### src/hdl/wdh_cfg.svh
// Offsets, field positions, reset values and timing counts of the watchdog
`ifndef WDH_CFG_SVH
`define WDH_CFG_SVH
`define WDH_REG_CTRL 8'h00
`define WDH_REG_WAKE 8'h04
`define WDH_REG_STATUS 8'h08
`define WDH_REG_COUNT 8'h0c
`define WDH_CTRL_EN 0
`define WDH_CTRL_RC 1
`define WDH_CTRL_TAP_LO 2
`define WDH_CTRL_DUAL 4
`define WDH_CTRL_RST 5'h03
`define WDH_WAKE_RST 8'h00
`define WDH_ST_EXPIRED 0
`define WDH_ST_PDOWN 1
`define WDH_ST_HALTED 2
`define WDH_ST_STARTUP 3
`define WDH_TAP_MIN 12
`define WDH_DIV_W 15
`define WDH_INSTR_DIV 4
`define WDH_SST_CYC 1024
`define WDH_OPT_LOAD_CYC 16
`endif

### src/hdl/wdh_pkg.sv
// Types shared by the watchdog, halt and reset controller
`default_nettype none
package wdh_pkg;
	typedef enum logic [2:0] {
		WDH_RUN,
		WDH_HALT,
		WDH_HOLD,
		WDH_OPTLOAD,
		WDH_STARTUP
	} wdh_state_t;
	typedef struct packed {
		logic general_watchdog_clear_cmd;
		logic first_watchdog_clear_cmd;
		logic second_watchdog_clear_cmd;
		logic halt_cmd;
	} wdh_cmd_t;
endpackage
`default_nettype wire

### src/hdl/wdh_ctrl.sv
// Watchdog timer with halt control, wake-up sequencing and reset causes
`default_nettype none
`include "wdh_cfg.svh"
// Operation
// RULE1: watchdog clock is the RC oscillator tick or system clock divided by four.
// RULE2: disabled watchdog ignores clear commands and never times out.
// RULE3: divider tap selectable among 2^12 to 2^15; overflow is timeout.
// RULE4: clear commands reset only the last two divider stages.
// RULE5: on instruction clock, the watchdog stops while halted.
// RULE6: overflow in normal operation gives chip reset and sets expired flag.
// RULE7: overflow while halted gives warm reset of program counter and stack pointer.
// RULE8: pin low, accepted clear or halt clears the watchdog count.
// RULE9: single mode clears on general command; dual mode needs both commands.
// RULE10: halt stops system oscillator, RC tick keeps running, state kept.
// RULE11: halt entry on RC clock clears the count and restarts it.
// RULE12: halt sets power-down, clears expired; general clear clears power-down.
// RULE13: halt ends on pin, interrupt, enabled port A fall or overflow.
// RULE14: port A or unserviceable interrupt wake resumes at next instruction.
// RULE15: requests already pending at halt entry cannot wake.
// RULE16: start-up delay of 1024 clocks after every reset and wake.
// RULE17: interrupt start comes a cycle after delay; next instruction immediately.
// RULE18: option-load delay on chip resets, not on wake from halt.
// RULE19: cause flags keep the documented values per reset kind.
// RULE20: chip reset holds watchdog clear, then lets it count.
// RULE21: expired and power-down flags are read-only to software.
module wdh_ctrl #(
	parameter int IRQ_N = 4,
	parameter int PORT_W = 8,
	parameter int SST_CYC = `WDH_SST_CYC,
	parameter int OPT_CYC = `WDH_OPT_LOAD_CYC
) (
	input wire logic clk,
	input wire logic rst,
	input wire logic hsel,
	input wire logic [31:0] haddr,
	input wire logic [1:0] htrans,
	input wire logic hwrite,
	input wire logic [2:0] hsize,
	input wire logic [31:0] hwdata,
	input wire logic hready,
	output logic hreadyout,
	output logic hresp,
	output logic [31:0] hrdata,
	input wire wdh_pkg::wdh_cmd_t cmd,
	input wire logic master_init_pin_n,
	input wire logic rc_osc_tick,
	input wire logic [PORT_W-1:0] porta_in,
	input wire logic [IRQ_N-1:0] irq_req,
	input wire logic [IRQ_N-1:0] irq_en,
	input wire logic stack_full,
	output logic chip_reset,
	output logic warm_reset,
	output logic core_hold,
	output logic resume_next,
	output logic irq_resume,
	output logic sys_osc_run,
	output logic watchdog_expired_flag,
	output logic power_down_flag
);
	import wdh_pkg::*;

	localparam int CNT_W = 11;
	localparam int DIV_W = `WDH_DIV_W;

	wdh_state_t state;
	wdh_state_t next_state;
	logic [CNT_W-1:0] dly;
	logic [CNT_W-1:0] next_dly;
	logic [1:0] idiv;
	logic [DIV_W-1:0] pre;
	logic [1:0] fin;
	logic pend1;
	logic pend2;
	logic rst_seq;
	logic irq_pend;
	logic irq_dly;
	logic [IRQ_N-1:0] blocked;
	logic [PORT_W-1:0] porta_prev;
	logic wdt_en;
	logic clk_rc;
	logic [1:0] tap_sel;
	logic dual_mode;
	logic [PORT_W-1:0] wake_en;
	logic wr_pend;
	logic [7:0] wr_addr;

	// Register bus decode
	wire addr_ok = haddr[31:8] == 24'h0;
	wire bus_go = hsel && htrans[1] && hready;
	wire bus_rd = bus_go && !hwrite;
	wire sel_ctrl = addr_ok && haddr[7:0] == `WDH_REG_CTRL;
	wire sel_wake = addr_ok && haddr[7:0] == `WDH_REG_WAKE;
	wire sel_stat = addr_ok && haddr[7:0] == `WDH_REG_STATUS;
	wire sel_cnt = addr_ok && haddr[7:0] == `WDH_REG_COUNT;
	wire [31:0] ctrl_word = {27'h0, dual_mode, tap_sel, clk_rc, wdt_en};
	wire [31:0] stat_word = {28'h0, state == WDH_STARTUP,
		state == WDH_HALT, power_down_flag, watchdog_expired_flag};
	wire [31:0] cnt_word = {15'h0, fin, pre};
	wire [31:0] rd_word = sel_ctrl ? ctrl_word :
		sel_wake ? 32'(wake_en) :
		sel_stat ? stat_word :
		sel_cnt ? cnt_word : 32'h0;
	wire wr_ctrl = wr_pend && wr_addr == `WDH_REG_CTRL;
	wire wr_wake = wr_pend && wr_addr == `WDH_REG_WAKE;

	assign hreadyout = 1'b1;
	assign hresp = 1'b0;

	// Watchdog clock sources
	wire pin_low = !master_init_pin_n;
	wire running = state == WDH_RUN;
	wire halted = state == WDH_HALT;
	assign sys_osc_run = !halted; // see RULE10
	wire instr_tick = sys_osc_run && idiv == 2'(`WDH_INSTR_DIV - 1); // see RULE5
	wire wclk_en = wdt_en && (clk_rc ? rc_osc_tick : instr_tick); // see RULE1

	// Final two stages advance once per half of the selected ratio
	wire [DIV_W-1:0] tap_mask =
		DIV_W'((32'h1 << (`WDH_TAP_MIN - 1 + int'(tap_sel))) - 32'h1);
	wire tap_tick = wclk_en && (pre & tap_mask) == tap_mask; // see RULE3
	wire timeout = tap_tick && fin == 2'b11; // see RULE3

	// Clear commands only in normal execution
	wire gen_ok = running && wdt_en && !dual_mode // see RULE2
		&& cmd.general_watchdog_clear_cmd; // see RULE9
	wire any12 = cmd.first_watchdog_clear_cmd
		|| cmd.second_watchdog_clear_cmd;
	wire dual_ok = running && wdt_en && dual_mode && any12
		&& (pend1 || cmd.first_watchdog_clear_cmd)
		&& (pend2 || cmd.second_watchdog_clear_cmd); // see RULE9
	wire halt_go = running && cmd.halt_cmd && !pin_low && !timeout;
	wire in_reset = chip_reset;
	wire full_clr = pin_low || halt_go || in_reset; // see RULE8
	wire fin_clr = full_clr || gen_ok || dual_ok; // see RULE4

	// Wake sources
	wire [PORT_W-1:0] pa_fall = porta_prev & ~porta_in & wake_en;
	wire [IRQ_N-1:0] irq_new = irq_req & ~blocked; // see RULE15
	wire wake_ev = |pa_fall || |irq_new; // see RULE13
	wire wake_irq = |(irq_new & irq_en) && !stack_full; // see RULE14
	wire opt_done = state == WDH_OPTLOAD && dly == CNT_W'(OPT_CYC - 1);
	wire sst_done = state == WDH_STARTUP && dly == CNT_W'(SST_CYC - 1)
		&& !pin_low;

	assign chip_reset = state == WDH_HOLD || state == WDH_OPTLOAD
		|| (state == WDH_STARTUP && rst_seq); // see RULE20
	assign core_hold = !running;

	always_comb
	begin
		next_state = state;
		case (state)
			WDH_RUN:
			begin
				if (pin_low)
					next_state = WDH_HOLD;
				else if (timeout)
					next_state = WDH_OPTLOAD; // see RULE6
				else if (cmd.halt_cmd)
					next_state = WDH_HALT;
			end
			WDH_HALT:
			begin
				if (pin_low)
					next_state = WDH_HOLD;
				else if (timeout || wake_ev)
					next_state = WDH_STARTUP; // see RULE13
			end
			WDH_HOLD:
			begin
				if (!pin_low)
					next_state = WDH_OPTLOAD; // see RULE18
			end
			WDH_OPTLOAD:
			begin
				if (pin_low)
					next_state = WDH_HOLD;
				else if (opt_done)
					next_state = WDH_STARTUP;
			end
			WDH_STARTUP:
			begin
				if (pin_low)
					next_state = WDH_HOLD;
				else if (sst_done)
					next_state = WDH_RUN; // see RULE16
			end
			default:
				next_state = WDH_HOLD;
		endcase
	end

	always_comb
	begin
		if (next_state != state)
			next_dly = '0;
		else if (state == WDH_OPTLOAD || state == WDH_STARTUP)
			next_dly = dly + CNT_W'(1);
		else
			next_dly = dly;
	end

	always_ff @(posedge clk or posedge rst)
	begin
		if (rst)
		begin
			state <= WDH_OPTLOAD;
			dly <= '0;
			rst_seq <= 1'b1;
		end
		else
		begin
			state <= next_state;
			dly <= next_dly;
			if (next_state == WDH_HOLD || next_state == WDH_OPTLOAD)
				rst_seq <= 1'b1;
			else if (next_state == WDH_RUN)
				rst_seq <= 1'b0;
		end
	end

	// Instruction clock divider stops with the system oscillator
	always_ff @(posedge clk or posedge rst)
	begin
		if (rst)
			idiv <= 2'h0;
		else if (sys_osc_run)
			idiv <= idiv + 2'h1;
	end

	always_ff @(posedge clk or posedge rst)
	begin
		if (rst)
		begin
			pre <= '0;
			fin <= 2'h0;
		end
		else
		begin
			if (full_clr)
				pre <= '0; // see RULE11
			else if (wclk_en)
				pre <= pre + DIV_W'(1);
			if (fin_clr)
				fin <= 2'h0; // see RULE8
			else if (tap_tick)
				fin <= fin + 2'h1;
		end
	end

	// Dual clear remembers which half has been seen
	always_ff @(posedge clk or posedge rst)
	begin
		if (rst)
		begin
			pend1 <= 1'b0;
			pend2 <= 1'b0;
		end
		else if (dual_ok || in_reset)
		begin
			pend1 <= 1'b0;
			pend2 <= 1'b0;
		end
		else if (running && wdt_en && dual_mode)
		begin
			pend1 <= pend1 || cmd.first_watchdog_clear_cmd;
			pend2 <= pend2 || cmd.second_watchdog_clear_cmd;
		end
	end

	// Cause flags: only hardware events move them
	always_ff @(posedge clk or posedge rst)
	begin
		if (rst)
		begin
			watchdog_expired_flag <= 1'b0; // see RULE19
			power_down_flag <= 1'b0;
		end
		else
		begin
			if (timeout && (running || halted) && !pin_low)
				watchdog_expired_flag <= 1'b1; // see RULE6
			else if (halt_go)
				watchdog_expired_flag <= 1'b0; // see RULE12
			if (halt_go)
				power_down_flag <= 1'b1; // see RULE12
			else if (gen_ok)
				power_down_flag <= 1'b0; // see RULE12
		end
	end

	// Wake bookkeeping and resume pulses
	always_ff @(posedge clk or posedge rst)
	begin
		if (rst)
		begin
			blocked <= '0;
			porta_prev <= '0;
			irq_pend <= 1'b0;
			warm_reset <= 1'b0;
			resume_next <= 1'b0;
			irq_dly <= 1'b0;
			irq_resume <= 1'b0;
		end
		else
		begin
			porta_prev <= porta_in;
			if (halt_go)
				blocked <= irq_req; // see RULE15
			warm_reset <= halted && timeout && !pin_low; // see RULE7
			if (halted && !pin_low && !timeout && wake_ev)
				irq_pend <= wake_irq; // see RULE14
			else if (state != WDH_HALT && state != WDH_STARTUP)
				irq_pend <= 1'b0;
			resume_next <= sst_done && !irq_pend; // see RULE17
			irq_dly <= sst_done && irq_pend;
			irq_resume <= irq_dly; // see RULE17
		end
	end

	// Bus slave: zero wait states, reads sampled in the address phase
	always_ff @(posedge clk or posedge rst)
	begin
		if (rst)
		begin
			wr_pend <= 1'b0;
			wr_addr <= 8'h00;
			hrdata <= 32'h0;
			{dual_mode, tap_sel, clk_rc, wdt_en} <= `WDH_CTRL_RST;
			wake_en <= PORT_W'(`WDH_WAKE_RST);
		end
		else
		begin
			wr_pend <= bus_go && hwrite && addr_ok;
			wr_addr <= haddr[7:0];
			if (bus_rd)
				hrdata <= rd_word;
			if (wr_ctrl)
				{dual_mode, tap_sel, clk_rc, wdt_en} <= hwdata[4:0];
			if (wr_wake)
				wake_en <= hwdata[PORT_W-1:0];
		end
	end

	chk_sst_exit: assert property (@(posedge clk) disable iff (rst) // see RULE16
		sst_done |=> running && !core_hold)
		else $error("start-up delay did not end into execution");

	chk_sst_len: assert property (@(posedge clk) disable iff (rst) // see RULE16
		(running && !$past(running)) |-> $past(dly) == CNT_W'(SST_CYC - 1))
		else $error("execution resumed before full start-up delay");

	chk_halt_flags: assert property (@(posedge clk) disable iff (rst) // see RULE12
		halt_go |=> halted && power_down_flag && !watchdog_expired_flag
			&& !sys_osc_run)
		else $error("halt entry flags or oscillator wrong");

	chk_timeout_chip: assert property (@(posedge clk) disable iff (rst) // see RULE6
		(running && timeout && !pin_low) |=> chip_reset
			&& watchdog_expired_flag && state == WDH_OPTLOAD)
		else $error("normal timeout did not give chip reset");

	chk_warm_halt: assert property (@(posedge clk) disable iff (rst) // see RULE7
		(halted && timeout && !pin_low) |=> warm_reset && !chip_reset
			&& watchdog_expired_flag && power_down_flag ##1 !warm_reset)
		else $error("halt timeout did not give one warm reset");

	chk_halt_freeze: assert property (@(posedge clk) disable iff (rst) // see RULE5
		(halted && !clk_rc) |=> $stable(pre) || !halted)
		else $error("watchdog counted on stopped instruction clock");

	chk_disabled_quiet: assert property (@(posedge clk) disable iff (rst) // see RULE2
		!wdt_en |-> !timeout && !gen_ok && !dual_ok)
		else $error("disabled watchdog acted");

	chk_clear_stage: assert property (@(posedge clk) disable iff (rst) // see RULE4
		(gen_ok || dual_ok) && !full_clr |=> fin == 2'h0
			&& pre == $past(pre) + DIV_W'($past(wclk_en)))
		else $error("clear did not reset the last stages only");

	chk_irq_late: assert property (@(posedge clk) disable iff (rst) // see RULE17
		(sst_done && irq_pend) |=> !irq_resume && !resume_next
			##1 irq_resume)
		else $error("interrupt resume not one cycle after delay");

	chk_optload: assert property (@(posedge clk) disable iff (rst) // see RULE18
		(state == WDH_OPTLOAD) |-> chip_reset && core_hold)
		else $error("option load outside chip reset");
endmodule
`default_nettype wire

### config.mk
export PLATFORM = sky130hd
export DESIGN_NAME = wdh_ctrl
export DESIGN_NICKNAME = d
export VERILOG_FILES = /design/src/hdl/wdh_pkg.sv /design/src/hdl/wdh_ctrl.sv
export VERILOG_INCLUDE_DIRS = /design/src /design/src/hdl
export SDC_FILE = /design/constraint.sdc
export NUM_CORES = 1
export LEC_CHECK = 0
export BUFFER_PORTS_ARGS = -buffer_cell sky130_fd_sc_hd__clkbuf_2
export CAP_MARGIN = 5
export CORE_MARGIN = 2
export CORE_UTILIZATION = 45
export DETAILED_ROUTE_END_ITERATION = 7
export PLACE_DENSITY = 0.76
export SLEW_MARGIN = 20
export SYNTH_ARGS = -nofsm -noshare
export SYNTH_HDL_FRONTEND = slang
export SYNTH_SLANG_ARGS = --single-unit
### constraint.sdc
create_clock -name clk -period 9.8 [get_ports clk]
set_input_delay 2.45 -clock clk [delete_from_list [all_inputs] [get_ports clk]]
set_output_delay 2.45 -clock clk [all_outputs]
set_load 0.005 [all_outputs]
**After elaboration in Yosys (flattened, before gate mapping)**

Index checks and enable logic that the tools add are counted.

- Logic and storage cells: 170
- Output and inout bits: 42
- Flip-flop bits (word level): 109
- Bits of input ports: 97

- Shifts and indexed selects: 1
- Bitwise operators: 7
- Multiplexer cells: 34
- $add $sub $neg: 6
- Reductions and logical operators: 79
- Eq/ne operators: 18

Operators with widths:

| kind | number |
|---|---|
| 17-bit 2-to-1 mux | 4 |
| 1-bit logical AND | 40 |
| 15-bit 2-to-1 mux | 2 |
| 3-bit 2-to-1 mux | 10 |
| 24-bit logical NOT | 1 |
| 11-bit 2-to-1 mux | 2 |
| 8-bit bitwise AND | 2 |
| 8-bit by 3-bit == test with 1-bit output, second input constant | 2 |
| 8-bit by 4-bit == test with 1-bit output, second input constant | 2 |
| 8-bit logical NOT | 2 |
| 2-bit nonzero test | 8 |
| 15-bit by 1-bit adder with 15-bit output, second input constant | 1 |
| 15-bit bitwise AND | 1 |
| 15-bit == test | 1 |
| 1-bit logical OR | 15 |
| 3-bit one-hot mux with 5 select lines | 1 |
| 1-bit by 5-bit left shift with 15-bit output, first input constant | 1 |
| 15-bit by 1-bit subtractor with 15-bit output, second input constant | 1 |
| 1-bit 2-to-1 mux | 13 |
| 3-bit by 2-bit == test with 1-bit output, second input constant | 4 |
| 11-bit by 1-bit adder with 11-bit output, second input constant | 1 |
| 11-bit by 10-bit == test with 1-bit output, second input constant | 1 |
| 11-bit by 4-bit == test with 1-bit output, second input constant | 1 |
| 4-bit bitwise AND | 2 |
| 15 further kinds | 27 |

**Depth between registers and ports, before layout**

- Depth after elaboration: 14
- Mapped depth: 9
- Mapped depth without buffers: 8

**Worst setup path before layout**

Ideal clock, no wire load.

- Kind: input to register
- From: input port irq_req[3]
- To: register dly[6]
- Setup slack: 5.441 ns
- Setup time: 0.069 ns
- Data required time: 9.731 ns
- Stages: 8
- Arrival: 4.290 ns
- Buffers on the path: 1
- Cells stage by stage: nor2b_4 -> or4_4 -> nor4_4 -> o21ai_2 -> a221o_1 -> a211o_1 -> buf_6 -> nor2_2

- Longest elaborated chain between the ends: 9
- Elaborated cells between the ends (all ways): 10
- Classes of those cells: 1 x eq/ne; 4 x mux; 1 x bitwise; 4 x reduce/logical

RTL lines:

| element | RTL line | source |
|---|---|---|
| from (decl) | wdh_ctrl.sv:48 | `input wire logic [IRQ_N-1:0] irq_req,` |
| 4-bit bitwise AND * | wdh_ctrl.sv:138 | `wire [IRQ_N-1:0] irq_new = irq_req & ~blocked;` |
| 4-bit OR reduction * | wdh_ctrl.sv:139 | `wire wake_ev = \|pa_fall \|\| \|irq_new;` |
| 1-bit logical OR * | wdh_ctrl.sv:139 |  |
| 1-bit logical OR * | wdh_ctrl.sv:166 | `else if (timeout \|\| wake_ev)` |
| 3-bit 2-to-1 mux * | wdh_ctrl.sv:166 |  |
| 3-bit 2-to-1 mux * | wdh_ctrl.sv:164 | `if (pin_low)` |
| 3-bit one-hot mux with 5 select lines * | wdh_ctrl.sv:152 | `case (state)` |
| 3-bit != test * | wdh_ctrl.sv:195 | `if (next_state != state)` |
| 11-bit 2-to-1 mux / 2-bit nonzero test (equally long branches) | - |  |
| to (signal assigned) | wdh_ctrl.sv:214 | `dly <= next_dly;` |
| to (decl) | wdh_ctrl.sv:67 | `logic [CNT_W-1:0] dly;` |

Every way passes the cells marked *; elsewhere a longest branch is shown, timed or not.
A chain may end at the register's enable or synchronous reset.

**Final worst setup path**

- From: register state[2]
- To: output port chip_reset

- Longest elaborated chain between the ends: 3
- Elaborated cells between the ends (all ways): 6
- Classes of those cells: 3 x eq/ne; 3 x reduce/logical

RTL lines:

| element | RTL line | source |
|---|---|---|
| from (decl) | wdh_ctrl.sv:65 | `wdh_state_t state;` |
| from (signal assigned) | wdh_ctrl.sv:213 | `state <= next_state;` |
| 3-bit by 2-bit == test with 1-bit output / 3-bit == test (equally long branches) | wdh_ctrl.sv:145, wdh_ctrl.sv:146 |  |
| 1-bit logical OR / 1-bit logical AND (equally long branches) | wdh_ctrl.sv:145, wdh_ctrl.sv:146 |  |
| 1-bit logical OR * | wdh_ctrl.sv:146 | `\|\| (state == WDH_STARTUP && rst_seq);` |
| to (decl) | wdh_ctrl.sv:51 | `output logic chip_reset,` |

Marked as above.

==> metrics.md <==
| Metric | Value |
|---|---|
| Worst Tran Pin Value | 0.940 ns |
| Antenna-violating nets left | 0 |
| Switching Power | 0.167 mW |
| Count leader, synth | dfrtp_1 |
| Reg2reg path depth | 7 |
| Main combinational cell family by area after synthesis | simple AND/OR/NAND/NOR gates |
| ANT cells | 0 |
| PortBufs | 93 |
| Arr. time, crit path | 2.00 ns |
| Fmax | 0.224 GHz |
| DRC violation count after routing | 0 |
| Critical path type | register to output pin |
| Sw Ratio | 24.2% |
| Relative slew slack | 37.4% |
| P per Cell Area | 131 mW/mm² |
| WHS Path Cells | 0 |
| Number of flops mapped to enable cells by yosys | 0 |
| Initial antenna violation count | 0 |
| Yosys top cell area share | 48.5% |
| CORE AREA | 0.00982 mm² |
| DRT iter0 DRCs | 138 |
| Synthesized area | 0.00459 mm² |
| Final hold violation count | 0 |
| Worst R2R End | fin[1] |
| Starting Density | 46.8% |
| CTS tree | yes |
| CP Capture Type | output pin |
| Vias in the first global route | 3,482 |
| WHS Endpoint | irq_resume |
| Post-route clock period utilization | 45.5% |
| Ports | 139 |
| Fin area | 0.00529 mm² |
| Syn. warnings | 0 |
| Hold Crit Start | irq_dly |
| Cell taking the most area after synthesis | dfrtp_1 |
| Post-CTS sizing | 0 |
| Mapped Cells | 416 |
| Post-Synth XOR/XNOR Area | 4.96% |
| Logic pwr share | 7.2% |
| Asr flop ratio synth | 100% |
| Post-CTS Setup Inserts | 0 |
| Utilization after layout | 53.8% |
| DR vias/cell | 5.33 |
| Area of the multi-input gates | 0.00206 mm² |
| DP HPWL | 7.44 mm |
| Die Y | 105 µm |
| Min Tclk post-route | 4.45 ns |
| Worst vdd ir | 0.111 mV |
| Largest net degree at the start of global routing | 77 |
| H-tree depth | 3 |
| Maxcap violations | 0 |
| Sequential-to-total area share from yosys stat | 51.4% |
| Reg power frac | 57.9% |
| Max FO, Critical Path | 9 |
| Fill count | 872 |
| GRT Overall Usage | 18.9% |
| Average wire per standard cell | 15.2 µm |
| Synthesis-to-finish area growth | 15.1% |
| WL final | 9.81 mm |
| Top post-synthesis cells by area | dfrtp_1 49%, mux2_2 3.4%, buf_4 3.3% |
| Worst Path Required | 7.35 ns |
| Cts bufs inserted | 9 |
| TritonRoute pass-1 iters | 4 |
| Worst R2R Start | state[1] |
| Die Area | 0.0110 mm² |
| Setup TNS Final | 0 ns |
| Clk sinks | 94 |
| Crit path launch type | register |
| Reg area | 0.00236 mm² |
| Adder-cell share of the synthesized area | 1.36% |
| Hold Buf Count CTS | 0 |
| Row count | 36 |
| HP Class | register to register |
| Synth top cells by count | 89 x dfrtp_1, 36 x nor2_1, 34 x nand2_1 |
| Post-DP Area | 0.00510 mm² |
| Clock-pin slew on the worst setup and hold paths | 0.09 ns |
| # placed instances | 630 |
| Simple-gate share of the synthesized area | 20.1% |
| Nets | 610 |
| First-pass GRT wire length | 16.7 mm |
| Post-synthesis mux area share | 7.25% |
| GP Congestion | 0.894 |
| Design Power | 0.690 mW |
| Grt ovf | 0 |
| Fin cells | 646 |
| Setup-failing EPs final | 0 |
| Mapped Avg Cell Area | 11.0 µm² |
| Clock root cell | clkbuf_8 |
| Internal power | 0.523 mW |
| R2R Setup Slk | 6.73 ns |
| Share of cells above drive strength 1 | 29.8% |
| Die Span X | 105 µm |
| Clock share of power | 34.9% |
| Max-slew violation count | 0 |
| Leak | 2.40 nW |
| Via count | 3,445 |
| Library cells used by synthesis | 56 |
| RSZ-0062 raised after global routing | false |
| Worst-skew pair later-pin latency | 0.36 ns |
| Primary FF master, synth | dfrtp_1 |
| Clock skew | 0.0138 ns |
| Max clock buf depth | 2 |
| Complex-gate fraction of the synthesized area | 9.67% |
| Seq cells post-synth | 94 |
| Run status | finished, final reports clean |
## critical path: stages, from the launching register on
cell,delay (ns)
dfrtp_1,0.57
nor3b_1,0.58
a22o_1,0.35
clkbuf_2,0.16
## power by group through the flow
stage          clock network (mW)  logic (mW)  registers (mW)
2_1_floorplan                   0      0.0348           0.405
3_3_place_gp                    0      0.0488           0.407
3_5_place_dp                    0      0.0501           0.407
4_1_cts                     0.245      0.0504           0.400
5_1_grt                     0.264      0.0562           0.401
6_report                    0.241      0.0498           0.400
## through the flow
stage          worst slack, ns  hold WS, ns
6_report                  5.35        0.377
5_1_grt                   5.06        0.386
4_1_cts                   5.37        0.379
3_5_place_dp              5.00        0.349
3_3_place_gp              5.05        0.344
2_1_floorplan             4.91        0.331
## sequential cells by signal, indices dropped and copies added (netlist names), 2 cells and up
signal	count
porta_prev	8
hrdata	17
dly	11
blocked	4
fin	2
wake_en	8
idiv	2
wr_addr	8
pre	15
tap_sel	2
state	3
## kinds of logic (layout without fill, tap and decap cells)
kind of cell,count (synthesis),count (layout)
and+or+nand+nor,166,166
DFF,94,94
AOI/OAI and AO/OA,57,57
buffers and inverters,40,120
xor gates and xnor gates,26,26
muxes,26,26
adders and majority gates,5,5
other,2,19
## layer usage
layer	wire length (µm)	vias to the layer above	track usage, %
met5	0	-	0
met1	4370	1658	24.9
met4	103	0	5.62
met3	676	8	4.30
met2	4660	149	31.1
li1	-	1630	-
## worst max-delay path by stage
stage	startpoint	slack, ns	endpoint
5_1_grt	hwrite	5.06	hrdata[8]
2_1_floorplan	rst	4.91	blocked[0]
3_3_place_gp	irq_req[3]	5.05	dly[1]
3_5_place_dp	irq_req[3]	5.00	dly[1]
6_report	state[2]	5.35	chip_reset
4_1_cts	state[2]	5.37	chip_reset
## area by class of cell
cell class / count / area share (%)
sequential: 94 / 44.6
multi-input combinational: 299 / 39.0
timing repair buffer: 94 / 8.95
tap: 133 / 3.15
clock buffer: 12 / 2.94
inverter: 10 / 0.734
clock inverter: 4 / 0.592
## cell usage in the layout (no fill, tap or decap), drive strengths merged, types with 3 or more instances in the layout
cell type  Yosys  layout
a21o           3       3
a21oi          8       8
a22o          15      15
and2           5       5
and3           6       6
clkbuf         7     105
clkinvlp       0       3
conb           2      19
dfrtp         89      89
dfstp          5       5
ha             5       5
inv           10       9
mux2          18      18
mux2i          4       4
mux4           4       4
nand2         34      34
nand3         12      12
nand3b        10      10
nand4         14      14
nand4b         3       3
nor2          46      46
nor2b          8       8
nor3           4       4
nor3b          4       4
nor4          11      11
nor4b          3       3
o21ai         13      13
o22ai          3       3
xnor2         10      10
xor2          16      16
(Power assumes the default switching activity.)
